<file path="src/rtl/port_status_pkg.sv">
// register map, field positions and encodings of the port status bank
package port_status_pkg;

  // register addresses on the internal register port
  localparam logic [7:0] ADDR_ATTACH_STATUS = 8'h11;
  localparam logic [7:0] ADDR_FAULT_STABILIZE_STATUS = 8'h12;
  localparam logic [7:0] ADDR_ATTACH_KIND = 8'h13;
  localparam logic [7:0] ADDR_EVENT_FLAGS = 8'h14;
  localparam logic [7:0] ADDR_STABILIZE_EVENT_FLAGS = 8'h15;
  localparam logic [7:0] REG_RESET = 8'h00;

  // attach_status fields
  localparam int ST_WEAK_BATT = 7;
  localparam int ST_DISCHARGED = 6;
  localparam int ST_SIDE_HI = 5;
  localparam int ST_SIDE_LO = 4;
  localparam int ST_BUS_VALID = 3;
  localparam int ST_LEVEL_HI = 2;
  localparam int ST_LEVEL_LO = 1;
  localparam int ST_ATTACHED = 0;

  // fault_stabilize_status fields
  localparam int FS_FAULT = 1;
  localparam int FS_STABILIZING = 0;

  // attach_kind fields
  localparam int AK_DEBUG_PROVIDER = 6;
  localparam int AK_DEBUG_CONSUMER = 5;
  localparam int AK_SINK = 4;
  localparam int AK_SOURCE = 3;
  localparam int AK_POWERED_CABLE = 2;
  localparam int AK_HEADSET_BUS = 1;
  localparam int AK_HEADSET = 0;

  // event_flags fields
  localparam int EV_SIDE = 6;
  localparam int EV_FAULT = 5;
  localparam int EV_BUS_CHG = 4;
  localparam int EV_WEAK_BATT = 3;
  localparam int EV_LEVEL = 2;
  localparam int EV_UNPLUG = 1;
  localparam int EV_ATTACH = 0;

  // stabilize_event_flags fields
  localparam int SE_POWER_OFF = 6;
  localparam int SE_POWER_ON = 5;
  localparam int SE_FAIL = 3;
  localparam int SE_FORCE_FAIL = 2;
  localparam int SE_FORCE_OK = 1;
  localparam int SE_STABILIZE = 0;

  // implemented bits of each event register (reserved bits stay zero)
  localparam logic [7:0] EV_IMPL_MASK = 8'h7f;
  localparam logic [7:0] SE_IMPL_MASK = 8'h6f;

  // plug side encodings
  localparam logic [1:0] SIDE_NONE = 2'h0;
  localparam logic [1:0] SIDE_CC1 = 2'h1;
  localparam logic [1:0] SIDE_CC2 = 2'h2;
  localparam logic [1:0] SIDE_FAULT = 2'h3;

endpackage

</file>
<file path="src/rtl/port_status_event_registers.sv">
// status, attachment-type and write-one-to-clear event registers
`timescale 1ns/1ns
`default_nettype none
// one write-one-to-clear event flag bit
module event_flag_cell (
  // clock and reset
  input wire logic clk,
  input wire logic arst_n,
  // set pulse and clear request
  input wire logic set_evt,
  input wire logic clr_req,
  // flag value after the next edge and now
  output logic flag_nxt,
  output logic flag_r
);

  // a new event wins over a clear in the same cycle
  assign flag_nxt = set_evt || (flag_r && !clr_req);

  // sticky flag, masks never stop it setting
  always_ff @(posedge clk or negedge arst_n) begin
    if (!arst_n) begin
      flag_r <= 1'b0;
    end else begin
      flag_r <= flag_nxt;
    end
  end

endmodule

module port_status_event_registers
  import port_status_pkg::*;
(
  // clock and reset
  input wire logic clk,
  input wire logic arst_n,
  // register port from the serial interface logic
  input wire logic reg_wr,
  input wire logic reg_rd,
  input wire logic [7:0] reg_addr,
  input wire logic [7:0] reg_wdata,
  output logic [7:0] reg_rdata,
  // mask settings held elsewhere in the device
  input wire logic [7:0] event_mask,
  input wire logic [7:0] stabilize_event_mask,
  input wire logic global_irq_mask,
  // detection status, same clock
  input wire logic weak_battery_sink_on,
  input wire logic bus_power_discharged,
  input wire logic [1:0] plug_side,
  input wire logic bus_power_valid,
  input wire logic [1:0] advertised_current_level,
  input wire logic attached,
  input wire logic sink_cc_fault,
  input wire logic stabilizing,
  input wire logic debug_acc_provider,
  input wire logic debug_acc_consumer,
  input wire logic attached_sink,
  input wire logic attached_source,
  input wire logic powered_cable_seen,
  input wire logic headset_acc_with_bus_power,
  input wire logic headset_acc,
  // detection events, one-cycle pulses
  input wire logic cc_over_rd_evt,
  input wire logic bus_power_cross_evt,
  input wire logic stabilization_power_off_evt,
  input wire logic stabilization_power_on_evt,
  input wire logic stabilization_start_evt,
  input wire logic stabilization_fail_evt,
  input wire logic forced_role_ok_evt,
  input wire logic forced_role_fail_evt,
  // interrupt toward the host, active low
  output logic irq_n
);

  logic [7:0] attach_status_r;
  logic [7:0] fault_stabilize_status_r;
  logic [7:0] attach_kind_r;
  logic [7:0] event_flags_r;
  logic [7:0] event_flags_nxt;
  logic [7:0] stabilize_event_flags_r;
  logic [7:0] stabilize_event_flags_nxt;
  logic [7:0] ev_set;
  logic [7:0] se_set;
  logic [7:0] ev_clr;
  logic [7:0] se_clr;
  logic [7:0] rd_sel;
  logic ev_pending;
  logic se_pending;

  // attach status snapshot, registered once per clock
  always_ff @(posedge clk or negedge arst_n) begin
    if (!arst_n) begin
      attach_status_r <= REG_RESET;
    end else begin
      attach_status_r[ST_WEAK_BATT] <= weak_battery_sink_on;
      attach_status_r[ST_DISCHARGED] <= bus_power_discharged;
      attach_status_r[ST_SIDE_HI:ST_SIDE_LO] <= plug_side;
      attach_status_r[ST_BUS_VALID] <= bus_power_valid;
      attach_status_r[ST_LEVEL_HI:ST_LEVEL_LO] <=
        advertised_current_level;
      attach_status_r[ST_ATTACHED] <= attached;
    end
  end

  // fault and stabilization snapshot; upper bits reserved
  always_ff @(posedge clk or negedge arst_n) begin
    if (!arst_n) begin
      fault_stabilize_status_r <= REG_RESET;
    end else begin
      fault_stabilize_status_r[7:2] <= 6'h00;
      fault_stabilize_status_r[FS_FAULT] <= sink_cc_fault;
      fault_stabilize_status_r[FS_STABILIZING] <= stabilizing;
    end
  end

  // attachment kind snapshot; top bit reserved
  always_ff @(posedge clk or negedge arst_n) begin
    if (!arst_n) begin
      attach_kind_r <= REG_RESET;
    end else begin
      attach_kind_r[7] <= 1'b0;
      attach_kind_r[AK_DEBUG_PROVIDER] <= debug_acc_provider;
      attach_kind_r[AK_DEBUG_CONSUMER] <= debug_acc_consumer;
      attach_kind_r[AK_SINK] <= attached_sink;
      attach_kind_r[AK_SOURCE] <= attached_source;
      attach_kind_r[AK_POWERED_CABLE] <= powered_cable_seen;
      attach_kind_r[AK_HEADSET_BUS] <= headset_acc_with_bus_power;
      attach_kind_r[AK_HEADSET] <= headset_acc;
    end
  end

  // event detection from registered status versus new inputs; fault and bus power change pass their event pulses straight through
  always_comb begin
    ev_set = REG_RESET;
    ev_set[EV_SIDE] = (attach_status_r[ST_SIDE_HI:ST_SIDE_LO] == SIDE_NONE)
      && (plug_side == SIDE_CC1 || plug_side == SIDE_CC2);
    ev_set[EV_FAULT] = cc_over_rd_evt;
    ev_set[EV_BUS_CHG] = bus_power_cross_evt;
    ev_set[EV_WEAK_BATT] =
      attach_status_r[ST_WEAK_BATT] != weak_battery_sink_on;
    ev_set[EV_LEVEL] = attach_status_r[ST_LEVEL_HI:ST_LEVEL_LO] !=
      advertised_current_level;
    ev_set[EV_UNPLUG] = attach_status_r[ST_ATTACHED] && !attached;
    ev_set[EV_ATTACH] = !attach_status_r[ST_ATTACHED] && attached;
  end

  // stabilization and forced-role events
  always_comb begin
    se_set = REG_RESET;
    se_set[SE_POWER_OFF] = stabilization_power_off_evt;
    se_set[SE_POWER_ON] = stabilization_power_on_evt;
    se_set[SE_FAIL] = stabilization_fail_evt;
    se_set[SE_STABILIZE] = stabilization_start_evt;
    se_set[SE_FORCE_OK] = forced_role_ok_evt;
    se_set[SE_FORCE_FAIL] = forced_role_fail_evt;
  end

  // write-one-to-clear decode
  always_comb begin
    ev_clr = REG_RESET;
    se_clr = REG_RESET;
    if (reg_wr && reg_addr == ADDR_EVENT_FLAGS) begin
      ev_clr = reg_wdata;
    end
    if (reg_wr && reg_addr == ADDR_STABILIZE_EVENT_FLAGS) begin
      se_clr = reg_wdata;
    end
  end

  // reserved flag bits never set
  assign event_flags_nxt[7] = 1'b0;
  assign event_flags_r[7] = 1'b0;
  assign stabilize_event_flags_nxt[7] = 1'b0;
  assign stabilize_event_flags_r[7] = 1'b0;
  assign stabilize_event_flags_nxt[4] = 1'b0;
  assign stabilize_event_flags_r[4] = 1'b0;

  // event_flags bits, one cell each

  // plug side flag
  event_flag_cell i_side_flag (
    .clk(clk),
    .arst_n(arst_n),
    .set_evt(ev_set[EV_SIDE]),
    .clr_req(ev_clr[EV_SIDE]),
    .flag_nxt(event_flags_nxt[EV_SIDE]),
    .flag_r(event_flags_r[EV_SIDE])
  );

  // CC fault flag
  event_flag_cell i_fault_flag (
    .clk(clk),
    .arst_n(arst_n),
    .set_evt(ev_set[EV_FAULT]),
    .clr_req(ev_clr[EV_FAULT]),
    .flag_nxt(event_flags_nxt[EV_FAULT]),
    .flag_r(event_flags_r[EV_FAULT])
  );

  // bus power change flag
  event_flag_cell i_bus_chg_flag (
    .clk(clk),
    .arst_n(arst_n),
    .set_evt(ev_set[EV_BUS_CHG]),
    .clr_req(ev_clr[EV_BUS_CHG]),
    .flag_nxt(event_flags_nxt[EV_BUS_CHG]),
    .flag_r(event_flags_r[EV_BUS_CHG])
  );

  // weak battery sink flag
  event_flag_cell i_weak_batt_flag (
    .clk(clk),
    .arst_n(arst_n),
    .set_evt(ev_set[EV_WEAK_BATT]),
    .clr_req(ev_clr[EV_WEAK_BATT]),
    .flag_nxt(event_flags_nxt[EV_WEAK_BATT]),
    .flag_r(event_flags_r[EV_WEAK_BATT])
  );

  // current level flag
  event_flag_cell i_level_flag (
    .clk(clk),
    .arst_n(arst_n),
    .set_evt(ev_set[EV_LEVEL]),
    .clr_req(ev_clr[EV_LEVEL]),
    .flag_nxt(event_flags_nxt[EV_LEVEL]),
    .flag_r(event_flags_r[EV_LEVEL])
  );

  // unplug flag
  event_flag_cell i_unplug_flag (
    .clk(clk),
    .arst_n(arst_n),
    .set_evt(ev_set[EV_UNPLUG]),
    .clr_req(ev_clr[EV_UNPLUG]),
    .flag_nxt(event_flags_nxt[EV_UNPLUG]),
    .flag_r(event_flags_r[EV_UNPLUG])
  );

  // attach flag
  event_flag_cell i_attach_flag (
    .clk(clk),
    .arst_n(arst_n),
    .set_evt(ev_set[EV_ATTACH]),
    .clr_req(ev_clr[EV_ATTACH]),
    .flag_nxt(event_flags_nxt[EV_ATTACH]),
    .flag_r(event_flags_r[EV_ATTACH])
  );

  // stabilize_event_flags bits, one cell each

  // power off request flag
  event_flag_cell i_power_off_flag (
    .clk(clk),
    .arst_n(arst_n),
    .set_evt(se_set[SE_POWER_OFF]),
    .clr_req(se_clr[SE_POWER_OFF]),
    .flag_nxt(stabilize_event_flags_nxt[SE_POWER_OFF]),
    .flag_r(stabilize_event_flags_r[SE_POWER_OFF])
  );

  // power on request flag
  event_flag_cell i_power_on_flag (
    .clk(clk),
    .arst_n(arst_n),
    .set_evt(se_set[SE_POWER_ON]),
    .clr_req(se_clr[SE_POWER_ON]),
    .flag_nxt(stabilize_event_flags_nxt[SE_POWER_ON]),
    .flag_r(stabilize_event_flags_r[SE_POWER_ON])
  );

  // stabilization failure flag
  event_flag_cell i_fail_flag (
    .clk(clk),
    .arst_n(arst_n),
    .set_evt(se_set[SE_FAIL]),
    .clr_req(se_clr[SE_FAIL]),
    .flag_nxt(stabilize_event_flags_nxt[SE_FAIL]),
    .flag_r(stabilize_event_flags_r[SE_FAIL])
  );

  // forced role failure flag
  event_flag_cell i_force_fail_flag (
    .clk(clk),
    .arst_n(arst_n),
    .set_evt(se_set[SE_FORCE_FAIL]),
    .clr_req(se_clr[SE_FORCE_FAIL]),
    .flag_nxt(stabilize_event_flags_nxt[SE_FORCE_FAIL]),
    .flag_r(stabilize_event_flags_r[SE_FORCE_FAIL])
  );

  // forced role success flag
  event_flag_cell i_force_ok_flag (
    .clk(clk),
    .arst_n(arst_n),
    .set_evt(se_set[SE_FORCE_OK]),
    .clr_req(se_clr[SE_FORCE_OK]),
    .flag_nxt(stabilize_event_flags_nxt[SE_FORCE_OK]),
    .flag_r(stabilize_event_flags_r[SE_FORCE_OK])
  );

  // stabilization start flag
  event_flag_cell i_stabilize_flag (
    .clk(clk),
    .arst_n(arst_n),
    .set_evt(se_set[SE_STABILIZE]),
    .clr_req(se_clr[SE_STABILIZE]),
    .flag_nxt(stabilize_event_flags_nxt[SE_STABILIZE]),
    .flag_r(stabilize_event_flags_r[SE_STABILIZE])
  );

  // unmasked flags of the next cycle
  assign ev_pending = |(event_flags_nxt & ~event_mask);
  assign se_pending = |(stabilize_event_flags_nxt & ~stabilize_event_mask);

  // interrupt follows unmasked flags of the next cycle
  always_ff @(posedge clk or negedge arst_n) begin
    if (!arst_n) begin
      irq_n <= 1'b1;
    end else begin
      irq_n <= global_irq_mask || !(ev_pending || se_pending);
    end
  end

  // read select; unmapped addresses read zero
  always_comb begin
    rd_sel = REG_RESET;
    case (reg_addr)
      ADDR_ATTACH_STATUS: rd_sel = attach_status_r;
      ADDR_FAULT_STABILIZE_STATUS: rd_sel = fault_stabilize_status_r;
      ADDR_ATTACH_KIND: rd_sel = attach_kind_r;
      ADDR_EVENT_FLAGS: rd_sel = event_flags_r;
      ADDR_STABILIZE_EVENT_FLAGS: rd_sel = stabilize_event_flags_r;
      default: rd_sel = REG_RESET;
    endcase
  end

  // read data, registered; holds until the next read
  always_ff @(posedge clk or negedge arst_n) begin
    if (!arst_n) begin
      reg_rdata <= REG_RESET;
    end else if (reg_rd) begin
      reg_rdata <= rd_sel;
    end
  end

endmodule
`default_nettype wire

</file>
<file path="config.mk">
export PLATFORM = sky130hd
export DESIGN_NAME = port_status_event_registers
export DESIGN_NICKNAME = d
export VERILOG_FILES = /design/src/rtl/port_status_pkg.sv /design/src/rtl/port_status_event_registers.sv
export SDC_FILE = /design/constraint.sdc
export NUM_CORES = 1
export LEC_CHECK = 0
export ABC_CLOCK_PERIOD_IN_PS = 1600
export BUFFER_PORTS_ARGS = -buffer_cell sky130_fd_sc_hd__buf_2
export CELL_PAD_IN_SITES_DETAIL_PLACEMENT = 1
export CELL_PAD_IN_SITES_GLOBAL_PLACEMENT = 2
export CORE_MARGIN = 2
export CORE_UTILIZATION = 28
export DETAILED_ROUTE_END_ITERATION = 10
export PLACE_DENSITY = 0.84
export SLEW_MARGIN = 20
export SYNTH_ARGS = -nofsm -noshare
export SYNTH_HDL_FRONTEND = slang
export SYNTH_HIERARCHICAL = 1
export SYNTH_SLANG_ARGS = --single-unit
</file>
<file path="constraint.sdc">
create_clock -name clk -period 1.6 [get_ports clk]
set_input_delay 0.08 -clock clk [delete_from_list [all_inputs] [get_ports clk]]
set_output_delay 0.08 -clock clk [all_outputs]
set_load 0.02 [all_outputs]
</file>
# Yosys cells after proc, flatten, opt, wreduce, memory -nomap -nowiden
# Index checks and enable logic that the tools add are counted.
# totals
reg_bits,39
latchBits,0
ramBits,0
romBits,0
in_bits,62
out_inout_bits,9
elab_cells,87
n_memories,0
# classes
add_sub_neg,0
multipliers,0
n_div,0
magnitude_cmp,0
eq_ne,9
shifts,0
mux,3
n_bitwise,4
n_reduce_logical,53
# ops
operator,count
== test 8 x 5 -> 1 bit (second input constant),5
one-hot mux 8 bit (5 select lines),1
logical AND 1 bit,18
AND 7 x 8 -> 8 bit,2
logical NOT 1 bit,16
logical OR 1 bit,16
inverter 8 bit,2
OR reduction 8 bit,2
two-way mux 7 bit,2
== test 2 x 1 -> 1 bit (second input constant),1
== test 2 bit (second input constant),1
logical NOT 2 bit,1
inequality test 2 bit,1
inequality test 1 bit,1

# Depth between registers and ports, before layout
# Gate-level depths: netlist of run 1.
# depth
ltp_word,11
mapped_depth,10
mapped_depth_nobuf,10

# Cells and area by module
# The synthesis of run 1 kept the hierarchy.
# modules_own_cells
module,n_inst,cells_per_inst,area_per_inst_um2,seq_area_each_um2
port_status_event_registers,1,141,1352.5,651.9
event_flag_cell,13,3,36.3,25.0

# Worst setup path after synthesis of run 1
# Ideal clock, no wire load.
# synth_path
kind,input to register
startpoint,in reg_addr[7]
endpoint,reg irq_n
setup_ns,0.060
t_arrival_ns,1.516
t_required_ns,1.540
path_slack_ns,0.024
path_stages,8
path_buffers,0
cell_sequence,nand2b_1 > nor4_4 > and3_1 > and2_1 > inv_1 > a21o_1 > a222oi_1 > a31o_2
# synth_via
elab_chain_cells,11
# synth_rtl
item,line_no,source
from (decl),port_status_event_registers.sv:40,"input wire logic [7:0] reg_addr,"
== test 8 x 5 -> 1 bit,port_status_event_registers.sv:163,if (reg_wr && reg_addr == ADDR_EVENT_FLAGS) begin
logical AND 1 bit,port_status_event_registers.sv:163,
two-way mux 7 bit,port_status_event_registers.sv:163,
via ev_clr[0],port_status_event_registers.sv:85,logic [7:0] ev_clr;
logical NOT 1 bit,port_status_event_registers.sv:18,assign flag_nxt = set_evt || (flag_r && !clr_req);
logical AND 1 bit,port_status_event_registers.sv:18,
logical OR 1 bit,port_status_event_registers.sv:18,
via event_flags_nxt[0],port_status_event_registers.sv:80,logic [7:0] event_flags_nxt;
AND 7 x 8 -> 8 bit,port_status_event_registers.sv:314,assign ev_pending = |(event_flags_nxt & ~event_mask);
OR reduction 8 bit,port_status_event_registers.sv:314,
logical OR 1 bit,port_status_event_registers.sv:322,irq_n <= global_irq_mask || !(ev_pending || se_pending);
logical NOT 1 bit,port_status_event_registers.sv:322,
logical OR 1 bit,port_status_event_registers.sv:322,
to (signal assigned),port_status_event_registers.sv:322,
to (decl),port_status_event_registers.sv:73,output logic irq_n
# The timed path passes the listed nets, and every way through them passes these cells.
# A chain may end at the register's enable or synchronous reset.

# Worst setup path after layout of run 1
# Ends and elaborated chain as after synthesis.

==> flow_summary.toml, run 1 <==
[power]
leakagePower_uw = 0.00131
vdd_drop_max_mv = 0.410
p_per_area_nw_per_um2 = 807

[cells_and_area]
regArea_um2 = 977
drive_gt1_share_pct = 34.3
fillers = 732
syn_to_final_growth_pct = 48.1
antennaDiodeCount = 0
multi_input_area_um2 = 692
nNetsFinal = 344

[route]
routed.top_layer = "met4"
dr.pass1.iters = 4
drt_iter0_markers = 68
vias_per_cell = 4.46
final_antenna_net_count = 0
wl_met2_um = 2820
routedWlPerCell_um = 14.8
drc_errors = 0
vias = 1605
drt_wl_total_um = 5340
wl_met1_um = 2230
dr_wl_met3_um = 249

[worst_setup_path]
cp_cell_sequence = "buf_6 > nand2b_4 > nor4_4 > and3_4 > buf_6 > and2_1 > inv_1 > a21o_1 > inv_1 > o22ai_2 > a221oi_2 > a31o_2"
slowest_delay_ns = 0.28
path_buf_inv = 4
worst-path-max-fanout = 5
crit_slowest_cell = "nor4_4"
worstPathArrival_ns = 1.80
crit_type = "in -> reg"
crit_required_ns = 1.85
path_delay_family = "simple AND/OR/NAND/NOR gates"
endpoint_kind = "flip-flop"
critPathLaunchType = "primary input"

[floorplanning]
ios = 71
core_area_um2 = 6310
die_y_um = 84.7
dieArea_um2 = 7180
rows = 29
die_x_um = 84.7
start_util_pct = 28.9

[placed_design]
gp_congestion = 0.786
port_buffers = 66
post-place-ws_ns = -0.368
dp_hpwl_um = 3910

[global_route]
grt_usage_pct = 15.5
overflow = 0
grt_max_degree = 23
grt_first_pass_wirelength_um = 8480
antenna_found_initial = 0
grt_pass1_vias = 1764

[synth]
synth.avg_cell_area_um2 = 10.1
ys.flop_type = "dfrtp_1"
syn_area_um2 = 1820
ys_ff_latch = 39
ys_seq_area_share_pct = 53.6
yosysWarnings = 6
synth_edf_count = 0
yosysTopAreaCell = "dfrtp_1"
synth.top_cell.area_share_pct = 52.1
ys_top_cells_by_area = "dfrtp_1 (52%), inv_1 (8.2%), a21o_1 (5.3%)"
synthCells = 180
synth.distinct_cells = 33
synth_nets = 242
ys_async_sr_fraction_pct = 100

[timing]
fin_worst_skew_ns = 0.0122
final.period_utilization_pct = 97.0
rsz0062_at_grt = "yes"
finalSetupViolations = 0
slew_violations = 0
timing.fmax_ghz = 0.644
post-route-worst-setup-slack_ns = 0.0480
tns_ns = 0
hold_violations = 0
period_needed_ns = 1.55
max_slew_margin_pct = 68.2
worst-slew-pin-transition_ns = 0.477

[clock_tree]
clock-sinks = 39
worst_skew_pair.late_latency_ns = 0.30
cts_tree = "built"
numCtsBuffers = 5
clockBufferDepth = 2
path_clk_slew_ns = 0.09
cts_max_level = 2
cts-root-buf = "clkbuf_8"

[outcome]
status = "finished clean"

[run]
max_cap_violations = 0

[min_path]
worst_hold_path_type = "in -> reg"
[kinds of logic (layout without fill, tap and decap cells)]
kind of cell,count (synthesis),after routing,share of synthesized area (%)
AO/OA/AOI/OAI,39,39,15.6
XOR/XNOR,4,4,1.92
buffers and inverters,45,148,10.3
flip-flops,39,39,53.6
multiplexers,8,8,4.39
AND/OR/NAND/NOR,45,45,14.3
[repair_timing]
item | in CTS | in global routing
hold buffers | 24 | 0
setup buffers | 0 | 1
setup endpoints to repair | 1 | 1
gates resized for setup | 2 | 8
gates cloned | 0 | 0
pin swaps | 0 | 7
hold endpoints to repair | 39 | 0
[layout make-up]
type | instances | area share, %
multi-input combinational | 96 | 25.6
tap | 77 | 3.57
clock inverter | 2 | 1.30
inverter | 40 | 5.56
sequential | 39 | 36.2
clock buffer | 6 | 3.06
timing repair buffer | 100 | 24.7
[where the power goes]
group / internal (uW) / switching (uW) / total [uW]
Clock: 505 / 368 / 873
Sequential: 1010 / 11.7 / 1020
Combinational: 154 / 129 / 282
[layout by cell type, fill, tap and decap left out, types with 2 or more instances in the layout]
cell type / count
nand3_1: 10
buf_2: 65
a31o_2: 2
dlygate4sd3_1: 24
nor3_1: 2
o22ai_1: 10
nand2b_1: 2
nor2b_1: 2
o211a_1: 4
buf_4: 8
inv_1: 39
a21oi_1: 3
and2_1: 7
xnor2_1: 3
nor2_1: 10
a21o_1: 13
mux2i_1: 8
clkbuf_8: 6
dfrtp_1: 38
buf_6: 2
nand2_1: 2
a211oi_1: 2
[synth_stat cells, drive strengths merged, types with 2 or more instances]
cell type	number
nand2	2
nand3	10
buf	4
nor2b	3
a211oi	2
a31o	2
xnor2	3
nor2	11
and2	8
o22ai	11
dfrtp	38
a21o	13
mux2i	8
o211a	4
inv	40
nand2b	3
nor3	3
a21oi	3
[sequential cells by signal, indices dropped and copies added, names as in the netlist]
name and count:
attach_kind_r 7, attach_status_r 8, fault_stabilize_status_r 2, i_attach_flag/flag_r 1
i_bus_chg_flag/flag_r 1, i_fail_flag/flag_r 1, i_fault_flag/flag_r 1, i_force_fail_flag/flag_r 1
i_force_ok_flag/flag_r 1, i_level_flag/flag_r 1, i_power_off_flag/flag_r 1, i_power_on_flag/flag_r 1
i_side_flag/flag_r 1, i_stabilize_flag/flag_r 1, i_unplug_flag/flag_r 1, i_weak_batt_flag/flag_r 1
irq_n 1, reg_rdata 8
[path summary, 6_finish.rpt]
| kind | startpoint | endpoint | slack (ns) | cells past startpoint |
|---|---|---|---|---|
| worst min-delay path | stabilization_power_off_evt | i_power_off_flag/flag_r | 0.005 | 2 |
| worst max-delay path | reg_addr[7] | irq_n | 0.05 | 12 |
| min in group asynchronous | arst_n | fault_stabilize_status_r[0] | 0.26 | 2 |
| worst min register to register | i_unplug_flag/flag_r | i_unplug_flag/flag_r | 0.51 | 1 |
| max in group asynchronous | arst_n | attach_status_r[4] | 0.86 | 3 |
| worst max register to register | attach_status_r[1] | irq_n | 0.21 | 7 |
[through the flow]
step / hold WS (ns) / total power, uW / std cells / area, um2 / utilization (%)
floorplan: -0.216 / 1140 / 180 / 1820 / -
global placement: 0.0514 / 1270 / 327 / 2290 / 36.3
detailed placement: 0.0602 / 1280 / 327 / 2290 / 36.3
CTS: 0.000288 / 2190 / 359 / 2660 / 42.1
global route: 0.00311 / 2270 / 360 / 2700 / 42.8
finish: 0.00530 / 2180 / 360 / 2700 / 42.8
[per-layer routing]
| layer | vias to the layer above | GRT usage, % |
|---|---|---|
| met5 | - | 0 |
| met4 | 0 | 4.33 |
| met3 | 5 | 3.74 |
| met2 | 40 | 26.9 |
| met1 | 763 | 19.4 |
| li1 | 797 | - |
Note: power is estimated with default switching activity, not from simulation.
==> run 2, diff against run 1 <==
--- a/config.mk
+++ b/config.mk
@@ -12,7 +12,7 @@
 export CORE_MARGIN = 2
 export CORE_UTILIZATION = 28
 export DETAILED_ROUTE_END_ITERATION = 10
-export PLACE_DENSITY = 0.84
+export PLACE_DENSITY_LB_ADDON = 0.3
 export SLEW_MARGIN = 20
 export SYNTH_ARGS = -nofsm -noshare
 export SYNTH_HDL_FRONTEND = slang
==> run 2 against run 1 <==
Compared with the run above: via count decreased by 1.0%; routed wire length decreased by 2.9%; worst setup slack improved by 0.038 ns; register-to-register slack improved by 0.06 ns; total power decreased by 9.4%; first-iteration DRC count decreased by 28%; maximum frequency increased by 2.5%; critical path type unchanged; critical endpoint unchanged; largest cell class unchanged; highest routed layer unchanged.
==> flow_summary.toml, run 2 (synthesis results as in run 1) <==
[power]
finalPower_uw = 1970
p_per_area_nw_per_um2 = 735
vdd_drop_max_mv = 0.344
leakagePower_uw = 0.00129

[cells_and_area]
regArea_um2 = 977
antennaDiodeCount = 0
final_common_cell = "buf_2"
syn_to_final_growth_pct = 47.3
multi_input_area_um2 = 693
nNetsFinal = 346
biggestRegsByFlops = "attach_status_r: 8 flops, reg_rdata: 8 flops, attach_kind_r: 7 flops"
fin_util_pct = 42.6
final_cell_mix = "buf_2 (66), inv_1 (39), dfrtp_1 (38), dlygate4sd3_1 (26), a21o_1 (13)"
drive_gt1_share_pct = 34.4
fillers = 774

[worst_setup_path]
worst-path-max-fanout = 7
worstPathArrival_ns = 1.76
path_delay_family = "simple AND/OR/NAND/NOR gates"
slowest_delay_ns = 0.34
endpoint_kind = "flip-flop"
critPathLaunchType = "primary input"
crit_required_ns = 1.85
r2r_slack_ns = 0.27
crit_type = "in -> reg"
path_buf_inv = 2
crit_slowest_cell = "a222oi_1"
cp_cell_sequence = "buf_2 > nand2b_4 > nor4_4 > and3_4 > and2_1 > inv_1 > a21o_1 > a222oi_1 > a31o_2"

[timing]
fin_worst_skew_ns = 0.0120
finalSetupViolations = 0
period_needed_ns = 1.51
worst-slew-pin-transition_ns = 0.488
timing.fmax_ghz = 0.660
whs_ns = 0.0285
max_slew_margin_pct = 67.5
slew_violations = 0
tns_ns = 0
hold_violations = 0
final.period_utilization_pct = 94.6

[clock_tree]
worst_skew_pair.late_latency_ns = 0.30
path_clk_slew_ns = 0.09
clockBufferDepth = 2
cts_tree = "built"
clock-sinks = 39
cts-root-buf = "clkbuf_8"
numCtsBuffers = 5
cts_max_level = 2

[global_route]
grt_max_degree = 22
overflow = 0
antenna_found_initial = 0
grt_first_pass_wirelength_um = 8600
grt_usage_pct = 15.5
grt_pass1_vias = 1765

[floorplanning]
die_y_um = 84.7
rows = 29
die_x_um = 84.7
start_util_pct = 28.9
core_area_um2 = 6310
dieArea_um2 = 7180
ios = 71

[route]
routedWlPerCell_um = 14.3
dr.pass1.iters = 4
drt_wl_total_um = 5190
vias_per_cell = 4.39
drc_errors = 0
drt_iter0_markers = 49
vias = 1589
final_antenna_net_count = 0

[run]
max_cap_violations = 0

[min_path]
worst_hold_path_type = "in -> reg"

[placed_design]
port_buffers = 66
dp_hpwl_um = 4010
gp_congestion = 0.759

[outcome]
status = "finished clean"
[run 2: changes by cell type in the layout (fill, tap and decap cells not counted), sizes merged]
cell | before | now
dlygate4sd3 | 24 | 26
clkbuf | 6 | 5
bufinv | 1 | 0
clkinvlp | 0 | 2
[run 2: repair_timing]
action,in CTS,in global routing
hold buffers,26,0
endpoints found under the hold margin,43,0
gates resized for setup,0,11
setup endpoints to repair,0,1
setup buffers,0,2
[run 2: path summary, 6_finish.rpt]
check	startpoint	endpoint	cells past startpoint
min in group asynchronous	arst_n	reg_rdata[0]	2
max reg2reg	attach_status_r[4]	irq_n	6
min reg2reg	i_unplug_flag/flag_r	i_unplug_flag/flag_r	1
max	reg_addr[7]	irq_n	9
min	stabilization_fail_evt	i_fail_flag/flag_r	2
max in group asynchronous	arst_n	irq_n	3
[run 2: power breakdown]
part	total, uW	switching [uW]	internal (uW)
logic	282	127	155
registers	1020	12.7	1010
clock network	669	365	303
total	1970	505	1470
[run 2: stage by stage]
step	setup slack (ns)	area (um2)	instances
after floorplan	0.0242	1820	180
after global placement	-0.199	2290	326
after detailed placement	-0.268	2290	326
after CTS	0.0557	2640	360
after global routing	-0.0351	2690	362
final	0.0858	2690	362
[run 2: area by class of cell]
class                      count  share of cell area [%]
inverter                      40                    5.59
clock buffer                   5                    2.56
clock inverter                 3                   0.745
timing repair buffer         102                    25.4
tap                           77                    3.58
sequential                    39                    36.4
multi-input combinational     96                    25.8
[run 2: routing by layer]
metal	up-vias	track usage [%]	part of all wire (%)
met3	5	4.33	5.9
li1	802	-	-
met4	0	3.46	0.85
met5	-	0	0
met1	728	20.5	46
met2	54	25.6	47
==> run 3, diff against run 2 <==
==> constraint.sdc (replaced) <==
create_clock -name clk -period 1.6 [get_ports clk]
set_input_delay 0.16 -clock clk [delete_from_list [all_inputs] [get_ports clk]]
set_output_delay 0.16 -clock clk [all_outputs]
set_load 0.02 [all_outputs]
==> run 3 against run 2 <==
Compared with the run above: clock skew shrank 0.0064 ns; non-clock buffer count is 10 lower; sequential cell count unchanged; total power rose by 2.9%; global-route usage shrank 0.085 points; worst setup slack got worse by 0.083 ns; final area is 3.8% lower; cell count down 2.8%; hold slack got worse by 0.018 ns; maximum frequency down 5.2%; sequential share of layout area grew 1.4 points; critical path depth decreased by 1; critical path type unchanged; largest cell class unchanged.
==> flow_summary.toml, run 3 (synthesis results as in run 1) <==
[worst_setup_path]
crit_slowest_cell = "a222oi_1"
critPathLaunchType = "primary input"
crit_type = "in -> reg"
r2r_slack_ns = 0.24
r2r_cells = 7
reg2reg_to = "irq_n"
slowest_delay_ns = 0.37
worst-path-max-fanout = 7
endpoint_kind = "flip-flop"
worstPathArrival_ns = 1.83
r2r_start = "attach_status_r[1]"
path_delay_family = "compound AO/OA/AOI/OAI gates"
cp_cell_sequence = "buf_6 > nor4_4 > and3_4 > and2_4 > inv_2 > a21o_1 > a222oi_1 > a31o_2"
path_buf_inv = 2
crit_cells = 8
crit_required_ns = 1.84

[timing]
final.period_utilization_pct = 99.8
slew_violations = 0
hold_violations = 0
finalSetupViolations = 0
max_slew_margin_pct = 66.1
period_needed_ns = 1.60
whs_ns = 0.0108
timing.fmax_ghz = 0.626
worst-slew-pin-transition_ns = 0.508
rsz0062_at_grt = "yes"
tns_ns = 0
fin_worst_skew_ns = 0.00561

[global_route]
overflow = 0
grt_first_pass_wirelength_um = 8670
grt_max_degree = 40
grt_usage_pct = 15.5
grt_pass1_vias = 1734
antenna_found_initial = 0

[outcome]
status = "finished clean"

[floorplanning]
die_y_um = 84.7
start_util_pct = 28.9
ios = 71
core_area_um2 = 6310
dieArea_um2 = 7180
die_x_um = 84.7
rows = 29

[min_path]
min_from = "weak_battery_sink_on"
holdPathStages = 1
worst_hold_path_type = "in -> reg"
hold_path_end = "attach_status_r[7]"

[placed_design]
port_buffers = 66
gp_congestion = 0.754
dp_hpwl_um = 3900
dpl_cell_area_um2 = 2290

[route]
drt_iter0_markers = 64
drc_errors = 0
vias_per_cell = 4.46
routedWlPerCell_um = 14.3
drt_wl_total_um = 5020
vias = 1570
dr.pass1.iters = 4
final_antenna_net_count = 0

[clock_tree]
cts-root-buf = "clkbuf_8"
numCtsBuffers = 5
path_clk_slew_ns = 0.07
clockBufferDepth = 2
clock-sinks = 39
worst_skew_pair.late_latency_ns = 0.29
cts_tree = "built"
cts_max_level = 2

[power]
p_seq_share_pct = 50.4
switching_share_pct = 23.8
combinationalPowerShare_pct = 13.0
p_sw_uw = 484
p_per_area_nw_per_um2 = 786
leakagePower_uw = 0.00126
intPower_uw = 1550
clkPwrFrac_pct = 36.7
vdd_drop_max_mv = 0.322
finalPower_uw = 2030

[cells_and_area]
final_cell_mix = "buf_2 (63), inv_1 (39), dfrtp_1 (38), dlygate4sd3_1 (17), a21o_1 (13)"
fillers = 764
nNetsFinal = 336
drive_gt1_share_pct = 33.5
fin_util_pct = 40.9
biggestRegsByFlops = "attach_status_r: 8 flops, reg_rdata: 8 flops, attach_kind_r: 7 flops"
final_common_cell = "buf_2"
design_area_um2 = 2580
antennaDiodeCount = 0
syn_to_final_growth_pct = 41.7

[run]
max_cap_violations = 0
## run 3: worst max path at each step
stage                     start    end  slack [ns]
floorplan           reg_addr[7]  irq_n       -0.04
global placement    reg_addr[7]  irq_n       -0.36
detailed placement  reg_addr[7]  irq_n       -0.40
CTS                 reg_addr[5]  irq_n       -0.04
global route        reg_addr[5]  irq_n       -0.14
finish              reg_addr[5]  irq_n       0.003
## run 3: cell type report
type                            instances  area, um2  area share (%)
Clock buffer                            8        100            3.87
Inverter                               40        150            5.81
Multi-Input combinational cell         96        674            26.1
Sequential cell                        39        977            37.8
Tap cell                               77       96.3            3.73
Timing Repair Buffer                   92        587            22.7
## run 3: metrics by stage
stage | worst slack (ns) | std cells
after floorplan | -0.0416 | 180
after global placement | -0.356 | 327
after detailed placement | -0.396 | 327
after CTS | -0.0370 | 352
after global routing | -0.143 | 352
final | 0.00280 | 352
## run 3: power by group through the flow
stage,clock network [uW],registers (uW),logic [uW]
5_1_grt,806,1030,297
3_3_place_gp,0,1040,227
3_5_place_dp,0,1040,228
2_1_floorplan,0,1040,94.7
6_report,745,1020,263
4_1_cts,767,1020,268
## run 3: what timing repair did
item,in CTS,in global routing
hold buffers,17,0
setup buffers,0,0
gates resized for setup,6,0
endpoints found under the setup margin,1,1
hold endpoints to repair,54,0
## run 3: layer usage
metal  vias up  global-route usage, %  routed length, um
met5         -                      0                  0
li1        788                      -                  -
met2        56                   24.5               2260
met1       721                   21.0               2380
met4         0                   4.33                 57
met3         5                   4.03                324
## run 3: worst register-to-register path: stages (launching register included)
cell and delay [ns]:
dfrtp_1 0.40, xnor2_1 0.17, nand2_1 0.09, a21o_1 0.17, inv_1 0.05, o22ai_1 0.08, nor3_1 0.19, a31o_2 0.17
